$ cat src/include/sxp_params.svh
// Constants of the parallel input front end: register map, fields, resets, codes
//
// Functional notes
// - Words sampled on rising parallel clock edge
// - Operating mode chosen only by pin levels
// - Video mode takes 10/20-bit words, processing on
// - Transport mode: upper bytes, 8b/10b coded, padded
// - Data-through forwards words unchanged, no coding
// - Processing functions on at reset, disable bits
// - Width pin sets input bus width
// - 20-bit video: luma upper, chroma lower
// - 10-bit video: upper only, lower undriven
// - Transport mode forces 10-bit, lower undriven
// - Transport byte on bits 17..10, msb 17
// - Bit 19 sync request, bit 18 special flag
// - Data-through width follows width pin
// - Mode decoded from three pin levels
// - Source clocks at the format's rate
// - Output muted on parallel clock loss
// - Sync insert on request, coded afterwards
// - Special flag high for control characters
`ifndef SXP_PARAMS_SVH
`define SXP_PARAMS_SVH

// ----------------------------------------------------------------
// Register offsets
// ----------------------------------------------------------------
`define SXP_REG_PROC_DIS   8'h00
`define SXP_REG_EDH_FLAGS  8'h02
`define SXP_REG_STATUS     8'h03
`define SXP_REG_FMT_A      8'h0a
`define SXP_REG_FMT_B      8'h0b

// ----------------------------------------------------------------
// Processing disable fields
// ----------------------------------------------------------------
`define SXP_BIT_TIMING_REF   0
`define SXP_BIT_LINE_NUMBER  1
`define SXP_BIT_LINE_CHECK   2
`define SXP_BIT_ANC_CHECKSUM 3
`define SXP_BIT_ERROR_PACKET 4
`define SXP_BIT_BAD_CODE     5
`define SXP_BIT_PAYLOAD_ID   6
`define SXP_BIT_H_CONFIG     8
`define SXP_PROC_DIS_MASK    16'h017f

// ----------------------------------------------------------------
// Reset values, codes and buffer sizes
// ----------------------------------------------------------------
`define SXP_PROC_DIS_RST   16'h0000
`define SXP_EDH_RST        16'h0000
`define SXP_FMT_RST        16'h0000
`define SXP_SYNC_CHAR      8'hbc
`define SXP_FIFO_DEPTH     8
`define SXP_FIFO_WIDTH     23

`endif

$ cat src/include/sxp_pkg.sv
// Types and mode decode shared by both ends of the parallel input port
package sxp_pkg;

  typedef enum logic [1:0] {
    SXP_MODE_VIDEO,
    SXP_MODE_TRANSPORT,
    SXP_MODE_THROUGH,
    SXP_MODE_INVALID
  } sxp_mode_t;

  function automatic sxp_mode_t sxp_decode_mode(input logic video_processing_select,
                                                input logic transport_mode_select,
                                                input logic rate_select);
    sxp_mode_t m;
    m = SXP_MODE_INVALID;
    if (video_processing_select && !transport_mode_select) begin
      m = SXP_MODE_VIDEO;
    end else if (!video_processing_select && transport_mode_select && rate_select) begin
      m = SXP_MODE_TRANSPORT;
    end else if (!video_processing_select && !transport_mode_select) begin
      m = SXP_MODE_THROUGH;
    end
    return m;
  endfunction

endpackage

$ cat src/include/sxp_if.sv
// Parallel word bus, mode pins and clock presence between source and front end
`timescale 1ns/1ps
`default_nettype none

interface sxp_if;
  logic [19:0] din;
  logic        din_lo_oe;
  logic        din_valid;
  logic        accept;
  logic        video_processing_select;
  logic        transport_mode_select;
  logic        rate_select;
  logic        bus_width_select;
  logic        pclk_running;

  modport dev (
    input  din, din_lo_oe, din_valid,
    input  video_processing_select, transport_mode_select, rate_select, bus_width_select,
    input  pclk_running,
    output accept
  );

  modport src (
    output din, din_lo_oe, din_valid,
    output video_processing_select, transport_mode_select, rate_select, bus_width_select,
    output pclk_running,
    input  accept
  );
endinterface

`default_nettype wire

$ cat src/hdl/sxp_device.sv
// Front end: captures parallel words, steers them by pin mode, buffers the result
`timescale 1ns/1ps
`default_nettype none
`include "sxp_params.svh"

module sxp_device (
  // Clock and reset
  input  wire logic        clk,
  input  wire logic        nrst,
  // Link to the source
  sxp_if.dev               link,
  // Host register port
  input  wire logic [7:0]  host_addr,
  input  wire logic [15:0] host_wdata,
  input  wire logic        host_wr,
  input  wire logic        host_rd,
  output logic [15:0]      host_rdata,
  // Serializer side
  output logic             out_valid,
  input  wire logic        out_ready,
  output logic [19:0]      out_word,
  output logic [1:0]       out_mode,
  output logic             out_wide,
  output logic             out_mute,
  // Processing controls
  output logic [6:0]       proc_enable,
  output logic             h_config,
  output logic [31:0]      video_format
);
  // ----------------------------------------------------------------
  // 8b/10b tables, negative running disparity columns
  // ----------------------------------------------------------------
  localparam logic [5:0] T6 [32] = '{
    6'h27, 6'h1d, 6'h2d, 6'h31, 6'h35, 6'h29, 6'h19, 6'h38,
    6'h39, 6'h25, 6'h15, 6'h34, 6'h0d, 6'h2c, 6'h1c, 6'h17,
    6'h1b, 6'h23, 6'h13, 6'h32, 6'h0b, 6'h2a, 6'h1a, 6'h3a,
    6'h33, 6'h26, 6'h16, 6'h36, 6'h0e, 6'h2e, 6'h1e, 6'h2b};
  localparam logic [3:0] T4 [8]  = '{4'hb, 4'h9, 4'h5, 4'hc, 4'hd, 4'ha, 4'h6, 4'he};
  localparam logic [3:0] K4 [8]  = '{4'h4, 4'h9, 4'h5, 4'h3, 4'h2, 4'ha, 4'h6, 4'h8};
  localparam logic [5:0] K28_6B  = 6'h0f;
  localparam logic [4:0] K28_X   = 5'd28;

  function automatic logic [2:0] ones(input logic [5:0] v);
    logic [2:0] n;
    n = '0;
    for (int i = 0; i < 6; i++) begin
      n = n + {2'b00, v[i]};
    end
    return n;
  endfunction

  // ----------------------------------------------------------------
  // Registers
  // ----------------------------------------------------------------
  logic [15:0]        proc_dis_r;
  logic [15:0]        edh_flags_r;
  logic [15:0]        fmt_a_r;
  logic [15:0]        fmt_b_r;
  logic [15:0]        rdata_r;
  logic               rd_r;
  logic               mute_r;
  sxp_pkg::sxp_mode_t mode_r;
  logic [15:0]        status;
  logic [3:0]         level;

  // ----------------------------------------------------------------
  // Capture path
  // ----------------------------------------------------------------
  sxp_pkg::sxp_mode_t mode;
  logic               wide;
  logic               take;
  logic               in_ready;
  logic [22:0]        in_data;
  logic [22:0]        fifo_data;
  logic               sync_insert_request;
  logic               special_char_flag;
  logic [7:0]         tbyte;
  logic [7:0]         code_byte;
  logic               code_special;
  logic [9:0]         code10;
  logic               rd_nxt;
  logic [19:0]        word;

  // Pins decoded on every word, so a change lands on the next capture
  assign mode = sxp_pkg::sxp_decode_mode(link.video_processing_select, link.transport_mode_select,
                                         link.rate_select);
  // Transport mode overrides the width pin
  assign wide = link.bus_width_select && (mode != sxp_pkg::SXP_MODE_TRANSPORT);

  // Transport control bits are never data
  assign sync_insert_request = link.din[19];
  assign special_char_flag   = link.din[18];
  assign tbyte               = link.din[17:10];

  // Padding inserted ahead of the coder
  assign code_byte    = sync_insert_request ? `SXP_SYNC_CHAR : tbyte;
  assign code_special = sync_insert_request || special_char_flag;

  always_comb begin
    logic [4:0] x;
    logic [2:0] y;
    logic       k28;
    logic       alt;
    logic       rd_mid;
    logic [5:0] s6;
    logic [5:0] c6;
    logic [3:0] s4;
    logic [3:0] c4;
    s4     = 4'h0;
    c4     = 4'h0;
    x      = code_byte[4:0];
    y      = code_byte[7:5];
    k28    = code_special && (x == K28_X);
    s6     = k28 ? K28_6B : T6[x];
    c6     = (rd_r && (ones(s6) != 3'd3 || (x == 5'd7 && !k28))) ? ~s6 : s6;
    rd_mid = (ones(c6) != 3'd3) ? !rd_r : rd_r;
    alt    = (y == 3'd7) && (code_special ||
             (!rd_mid && (x == 5'd17 || x == 5'd18 || x == 5'd20)) ||
             (rd_mid && (x == 5'd11 || x == 5'd13 || x == 5'd14)));
    if (k28) begin
      c4 = rd_r ? ~K4[y] : K4[y];
    end else begin
      s4 = alt ? 4'h7 : T4[y];
      c4 = (rd_mid && (ones({2'b00, s4}) != 3'd2 || y == 3'd3)) ? ~s4 : s4;
    end
    if (k28) begin
      s4 = 4'h0;
    end
    rd_nxt = (ones({2'b00, c4}) != 3'd2) ? !rd_mid : rd_mid;
    code10 = {c6, c4};
  end

  always_comb begin
    case (mode)
      sxp_pkg::SXP_MODE_TRANSPORT: begin
        word = {10'h000, code10};
      end
      sxp_pkg::SXP_MODE_VIDEO, sxp_pkg::SXP_MODE_THROUGH: begin
        // Lower half read only in 20-bit operation
        word = wide ? link.din : {link.din[19:10], 10'h000};
      end
      default: begin
        word = '0;
      end
    endcase
  end

  // Transport mode captures on every unmuted edge with buffer room, padding covers idle source cycles
  assign take    = !mute_r && (mode != sxp_pkg::SXP_MODE_INVALID) &&
                   (link.din_valid || mode == sxp_pkg::SXP_MODE_TRANSPORT);
  assign in_data = {mode, wide, word};
  assign link.accept = in_ready;

  // Sampled into the buffer on the rising edge
  sxp_fifo #(
    .WIDTH (`SXP_FIFO_WIDTH),
    .DEPTH (`SXP_FIFO_DEPTH)
  ) u_fifo (
    .clk       (clk),
    .nrst      (nrst),
    .in_valid  (take),
    .in_ready  (in_ready),
    .in_data   (in_data),
    .out_valid (out_valid),
    .out_ready (out_ready),
    .out_data  (fifo_data),
    .level     (level)
  );

  assign out_word = fifo_data[19:0];
  assign out_wide = fifo_data[20];
  assign out_mode = fifo_data[22:21];
  assign out_mute = mute_r;

  // ----------------------------------------------------------------
  // Running disparity and state
  // ----------------------------------------------------------------
  always_ff @(posedge clk or negedge nrst) begin
    if (!nrst) begin
      rd_r <= 1'b0;
    end else if (take && in_ready && mode == sxp_pkg::SXP_MODE_TRANSPORT) begin
      rd_r <= rd_nxt;
    end
  end

  // Mute follows clock presence one cycle late; stalls capture from then on, so one word can still be taken after clock loss
  always_ff @(posedge clk or negedge nrst) begin
    if (!nrst) begin
      mute_r <= 1'b1;
    end else begin
      mute_r <= !link.pclk_running;
    end
  end

  always_ff @(posedge clk or negedge nrst) begin
    if (!nrst) begin
      mode_r <= sxp_pkg::SXP_MODE_INVALID;
    end else begin
      mode_r <= mode;
    end
  end

  // ----------------------------------------------------------------
  // Host registers
  // ----------------------------------------------------------------
  always_ff @(posedge clk or negedge nrst) begin
    if (!nrst) begin
      proc_dis_r <= `SXP_PROC_DIS_RST;
    end else if (host_wr && host_addr == `SXP_REG_PROC_DIS) begin
      proc_dis_r <= host_wdata & `SXP_PROC_DIS_MASK;
    end
  end

  always_ff @(posedge clk or negedge nrst) begin
    if (!nrst) begin
      edh_flags_r <= `SXP_EDH_RST;
    end else if (host_wr && host_addr == `SXP_REG_EDH_FLAGS) begin
      edh_flags_r <= {1'b0, host_wdata[14:0]};
    end
  end

  always_ff @(posedge clk or negedge nrst) begin
    if (!nrst) begin
      fmt_a_r <= `SXP_FMT_RST;
      fmt_b_r <= `SXP_FMT_RST;
    end else if (host_wr) begin
      if (host_addr == `SXP_REG_FMT_A) begin
        fmt_a_r <= host_wdata;
      end
      if (host_addr == `SXP_REG_FMT_B) begin
        fmt_b_r <= host_wdata;
      end
    end
  end

  assign status = {9'h000, level, mute_r, mode_r};

  always_ff @(posedge clk or negedge nrst) begin
    if (!nrst) begin
      rdata_r <= '0;
    end else if (host_rd) begin
      case (host_addr)
        `SXP_REG_PROC_DIS:  rdata_r <= proc_dis_r;
        `SXP_REG_EDH_FLAGS: rdata_r <= edh_flags_r;
        `SXP_REG_STATUS:    rdata_r <= status;
        `SXP_REG_FMT_A:     rdata_r <= fmt_a_r;
        `SXP_REG_FMT_B:     rdata_r <= fmt_b_r;
        default:            rdata_r <= '0;
      endcase
    end else begin
      rdata_r <= '0;
    end
  end

  assign host_rdata = rdata_r;

  // Processing only in video mode, each function off by its own bit
  assign proc_enable  = (mode_r == sxp_pkg::SXP_MODE_VIDEO) ? ~proc_dis_r[6:0] : 7'h00;
  assign h_config     = proc_dis_r[`SXP_BIT_H_CONFIG];
  assign video_format = {fmt_b_r, fmt_a_r};
endmodule // sxp_device

`default_nettype wire

$ cat src/hdl/sxp_fifo.sv
// Flop-based word FIFO with valid/ready on both sides
`timescale 1ns/1ps
`default_nettype none

module sxp_fifo #(
  parameter int WIDTH = 23,
  parameter int DEPTH = 8
) (
  // Clock and reset
  input  wire logic                         clk,
  input  wire logic                         nrst,
  // Fill side
  input  wire logic                         in_valid,
  output logic                              in_ready,
  input  wire logic [WIDTH-1:0]             in_data,
  // Drain side
  output logic                              out_valid,
  input  wire logic                         out_ready,
  output logic [WIDTH-1:0]                  out_data,
  // Fill level
  output logic [$clog2(DEPTH+1)-1:0]        level
);
  localparam int AW = $clog2(DEPTH);

  logic [WIDTH-1:0]           mem_r [DEPTH];
  logic [AW-1:0]              wr_r;
  logic [AW-1:0]              rd_r;
  logic [$clog2(DEPTH+1)-1:0] cnt_r;
  logic                       push;
  logic                       pop;

  assign in_ready  = (cnt_r != DEPTH[$clog2(DEPTH+1)-1:0]);
  assign out_valid = (cnt_r != '0);
  assign out_data  = mem_r[rd_r];
  assign level     = cnt_r;
  assign push      = in_valid && in_ready;
  assign pop       = out_valid && out_ready;

  function automatic logic [AW-1:0] bump(input logic [AW-1:0] p);
    return (p == AW'(DEPTH - 1)) ? '0 : AW'(p + 1'b1);
  endfunction

  always_ff @(posedge clk) begin
    if (push) begin
      mem_r[wr_r] <= in_data;
    end
  end

  always_ff @(posedge clk or negedge nrst) begin
    if (!nrst) begin
      wr_r <= '0;
      rd_r <= '0;
    end else begin
      if (push) begin
        wr_r <= bump(wr_r);
      end
      if (pop) begin
        rd_r <= bump(rd_r);
      end
    end
  end

  always_ff @(posedge clk or negedge nrst) begin
    if (!nrst) begin
      cnt_r <= '0;
    end else if (push && !pop) begin
      cnt_r <= cnt_r + 1'b1;
    end else if (pop && !push) begin
      cnt_r <= cnt_r - 1'b1;
    end
  end
endmodule // sxp_fifo

`default_nettype wire

$ cat src/flat_wrapper.sv
// flat-port wrapper written by rule: the top's interface ports become plain ports
module sxp_device_flat 
  (clk, nrst, host_addr, host_wdata, host_wr, host_rd, host_rdata, out_valid, out_ready, out_word, out_mode, out_wide, out_mute, proc_enable, h_config, video_format, link_din, link_din_lo_oe, link_din_valid, link_video_processing_select, link_transport_mode_select, link_rate_select, link_bus_width_select, link_pclk_running, link_accept);
  sxp_if link_i ();
  input  wire logic clk;
  input  wire logic nrst;
  input  wire logic [7:0] host_addr;
  input  wire logic [15:0] host_wdata;
  input  wire logic host_wr;
  input  wire logic host_rd;
  output logic [15:0] host_rdata;
  output logic out_valid;
  input  wire logic out_ready;
  output logic [19:0] out_word;
  output logic [1:0] out_mode;
  output logic out_wide;
  output logic out_mute;
  output logic [6:0] proc_enable;
  output logic h_config;
  output logic [31:0] video_format;
  input wire logic [$bits(link_i.din)-1:0] link_din;
  input wire logic [$bits(link_i.din_lo_oe)-1:0] link_din_lo_oe;
  input wire logic [$bits(link_i.din_valid)-1:0] link_din_valid;
  input wire logic [$bits(link_i.video_processing_select)-1:0] link_video_processing_select;
  input wire logic [$bits(link_i.transport_mode_select)-1:0] link_transport_mode_select;
  input wire logic [$bits(link_i.rate_select)-1:0] link_rate_select;
  input wire logic [$bits(link_i.bus_width_select)-1:0] link_bus_width_select;
  input wire logic [$bits(link_i.pclk_running)-1:0] link_pclk_running;
  output wire logic [$bits(link_i.accept)-1:0] link_accept;
  assign link_i.din = link_din;
  assign link_i.din_lo_oe = link_din_lo_oe;
  assign link_i.din_valid = link_din_valid;
  assign link_i.video_processing_select = link_video_processing_select;
  assign link_i.transport_mode_select = link_transport_mode_select;
  assign link_i.rate_select = link_rate_select;
  assign link_i.bus_width_select = link_bus_width_select;
  assign link_i.pclk_running = link_pclk_running;
  assign link_accept = link_i.accept;
  sxp_device u_core (.clk(clk), .nrst(nrst), .link(link_i), .host_addr(host_addr), .host_wdata(host_wdata), .host_wr(host_wr), .host_rd(host_rd), .host_rdata(host_rdata), .out_valid(out_valid), .out_ready(out_ready), .out_word(out_word), .out_mode(out_mode), .out_wide(out_wide), .out_mute(out_mute), .proc_enable(proc_enable), .h_config(h_config), .video_format(video_format));
endmodule
$ cat config.mk
export PLATFORM = sky130hd
export DESIGN_NAME = sxp_device_flat
export DESIGN_NICKNAME = d
export VERILOG_FILES = /design/src/include/sxp_pkg.sv /design/src/include/sxp_if.sv /design/src/hdl/sxp_device.sv /design/src/hdl/sxp_fifo.sv /design/src/flat_wrapper.sv
export VERILOG_INCLUDE_DIRS = /design/src /design/src/include
export SDC_FILE = /design/constraint.sdc
export NUM_CORES = 1
export LEC_CHECK = 0
export ABC_AREA = 1
export BUFFER_PORTS_ARGS = -buffer_cell sky130_fd_sc_hd__buf_2
export CORE_MARGIN = 2
export CORE_UTILIZATION = 50
export DETAILED_ROUTE_END_ITERATION = 8
export PLACE_DENSITY = 0.7
export SLEW_MARGIN = 30
export SYNTH_ARGS = -nofsm -noshare
export SYNTH_HDL_FRONTEND = slang
export SYNTH_SLANG_ARGS = --single-unit
$ cat constraint.sdc
create_clock -name clk -period 7.7 [get_ports clk]
set_clock_uncertainty 0.1 [all_clocks]
set_input_delay 0.77 -clock clk [delete_from_list [all_inputs] [get_ports clk]]
set_output_delay 0.77 -clock clk [all_outputs]
set_load 0.01 [all_outputs]
==> impl_metrics.ini <==
[hold_path]
hp-class = in2async

[synth]
yosysWarningCount = 0
syn_avg_cell_area_um2 = 10.3
synthArstFlopShare_pct = 31.6
ys_seq_area_share_pct = 63.2
syn_nets = 1264
synth-seq-cells = 269
syn_area_um2 = 12100
synth-edff-count = 184
syn-instance-count = 1179
synth.distinct_cells = 48
synth-main-ff-cell = edfxtp_1

[finish]
area_growth_pct = 22.6
final_cell_mix = nor2_1 (199), nand2_1 (190), edfxtp_1 (184), o21ai_0 (156), buf_2 (132)
final_common_cell = nor2_1
drive_gt1_share_pct = 25.6
fin_nets = 1464
n_fill_cell = 1887
antennaDiodeCount = 0

[worst_setup_path]
startpoint_type = input port
reg2reg_setup_slack_ns = 1.66
crit_required_ns = 8.06
timing.critical_path.mode_cell = inv_2
cpMaxStageDelayCell = fa_1
reg2regPathDepth = 35
arrival_ns = 9.05
crit_fanout = 4
critical_path.reg2reg.endpoint = u_core.rd_r
path_class = in2reg
crit_path_end_kind = flop
r2r_start = u_core.rd_r
cpPeakStageDelay_ns = 0.50

[place]
port_buffers = 136
dp_hpwl_mm = 18.2
routabilityCongestion = 0.893

[floorplan]
start_util_pct = 51.3
core-area_um2 = 23600
die-area_um2 = 25500
die_h_um = 160
die_w_um = 160
pin_count = 138
rows = 56

[timing]
timing.hold.ws_ns = 0.182
max_freq_mhz = 115
setup_violations = 17
fin_crit_sh_pct = 113
setup_slack_ns = -0.995
maxSlewViolCount = 0
slew_headroom_pct = 34.4
finalHoldViolCount = 0
finalCriticalPeriod_ns = 8.69
rsz0062_at_grt = yes
tightest_slew_ns = 0.984

[detailed_routing]
ant_nets = 0
dr.pass1.iters = 5
drt-vias-per-instance = 5.28
drc_errors = 0
num_vias = 9062
drt_iter0_markers = 761
finalWirelength_mm = 29.2
wl_per_cell_um = 17.0

[grt]
antenna_found_initial = 0
track_usage_pct = 22.9
grt_max_degree = 96
overflow = 0
grt_pass1_vias = 8836
grt_pass1_wl_mm = 46.5

[clock_tree]
numCtsBuffers = 27
htree_levels = 1
postCtsHoldBufs = 0
cts_root_buffer = clkbuf_16
cts_tree = built
cts.clk_slew.worst_paths_ns = 0.06
cts_num_sinks = 269
clk_path_buf_depth = 3
clk_latency_ns = 0.53

[pwr]
p_total_mw = 5.01
p_per_area_nw_per_um2 = 337
ir_worst_vdd_mv = 0.195
p_leak_nw = 6.26

[status]
status = finished with violations
violations = negative setup slack

[flow_run]
cap_violations = 0
repair_timing:
action | in CTS | in global routing
resized for setup | 23 | 21
pin swaps | 18 | 12
setup endpoints to repair | 33 | 33
buffers inserted | 8 | 9
metrics by stage:
| step | cell area (um2) | cells | worst slack, ns | setup TNS (ns) | utilization, % |
|---|---|---|---|---|---|
| floorplan | 12200 | 1179 | -1.35 | -7.63 | - |
| global placement | 13700 | 1654 | -1.45 | -18.85 | 58.0 |
| detailed placement | 13700 | 1654 | -1.70 | -26.78 | 58.1 |
| CTS | 14700 | 1709 | -0.808 | -0.808 | 62.3 |
| global route | 14900 | 1716 | -1.36 | -11.25 | 62.9 |
| finish | 14900 | 1716 | -0.995 | -2.49 | 62.9 |
cell families (layout without fill, tap and decap cells):
logic type / Yosys count / after routing / share of synthesized area [%]
simple gates: 473 / 473 / 16.2
buf+inv: 143 / 361 / 4.60
xor+xnor: 12 / 12 / 0.929
fa+ha+maj: 29 / 29 / 3.55
flops: 269 / 269 / 63.2
compound gates: 253 / 253 / 11.5
layer usage:
layer / routed length (um) / track usage (%)
met1: 13000 / 31.9
met2: 13900 / 37.4
met3: 1700 / 3.66
met4: 635 / 6.74
met5: 0 / 0
synth_stat cells, types with 2 or more instances:
cell       count  area (um2)
o2111ai_1      2        17.5
nand3_2        2        20.0
nand2_1      200         751
or2_1          2        12.5
ha_1          20         250
clkbuf_1      46         173
nand2_2        6        37.5
and3_1         2        12.5
dfstp_2        3        78.8
inv_1         82         308
xor2_1         7        61.3
edfxtp_1     184        5530
nor2_4         2        22.5
nor2_2         5        31.3
buf_6          2        22.5
nand3_1       34         170
nor2_1       210         788
inv_2          4        15.0
a21oi_1       13        65.1
xnor2_1        4        35.0
and2_1         2        12.5
o22ai_1       30         188
fa_1           9         180
o21ai_1       10        50.1
buf_2          5        25.0
nor2_8         2        40.0
o21ai_0      157         786
a31oi_1       31         194
clkinv_1       3        11.3
dfrtp_1       82        2050
layout make-up:
| class | instances | area [um2] | area share [%] |
|---|---|---|---|
| sequential | 269 | 7660 | 51.5 |
| multi-input combinational | 767 | 4200 | 28.3 |
| clock inverter | 17 | 143 | 0.960 |
| timing repair buffer | 225 | 1420 | 9.55 |
| clock buffer | 30 | 687 | 4.62 |
| tap | 319 | 399 | 2.69 |
| inverter | 89 | 349 | 2.35 |
state kept, by name, summed over array words and instances, names as in the netlist:
signal and count:
u_core.edh_flags_r 15, u_core.fmt_a_r 16, u_core.u_fifo.level 4, u_core.u_fifo.wr_r 3, u_core.u_fifo.mem_r 184, u_core.host_rdata 16
u_core.rd_r 1, u_core.u_fifo.rd_r 3, u_core.proc_dis_r 8, u_core.fmt_b_r 16, u_core.out_mute 1, u_core.mode_r 2
worst max-delay path: cells and delay by family:
| family | cells | cell delay [ns] |
|---|---|---|
| fa+ha+maj | 14 | 4.66 |
| xor+xnor | 2 | 0.25 |
| compound gates | 4 | 0.41 |
| simple gates | 22 | 2.19 |
| buf+inv | 12 | 0.70 |
worst max-delay path by stage:
stage,from,endpoint,slack (ns)
6_report,link_din[11],u_core.rd_r,-0.99
5_1_grt,link_din[19],u_core.rd_r,-1.36
4_1_cts,link_din[19],u_core.rd_r,-0.81
3_5_place_dp,link_din[10],u_core.rd_r,-1.70
3_3_place_gp,link_din[11],u_core.rd_r,-1.45
2_1_floorplan,link_din[19],u_core.rd_r,-1.35
power breakdown:
group | internal, mW | leakage [nW] | total [mW] | switching [mW]
clock network | 0.706 | 0.398 | 1.23 | 0.527
logic | 0.856 | 3.04 | 2.06 | 1.20
registers | 1.67 | 2.83 | 1.72 | 0.0522
No activity file was read; power rests on OpenSTA's default activity.
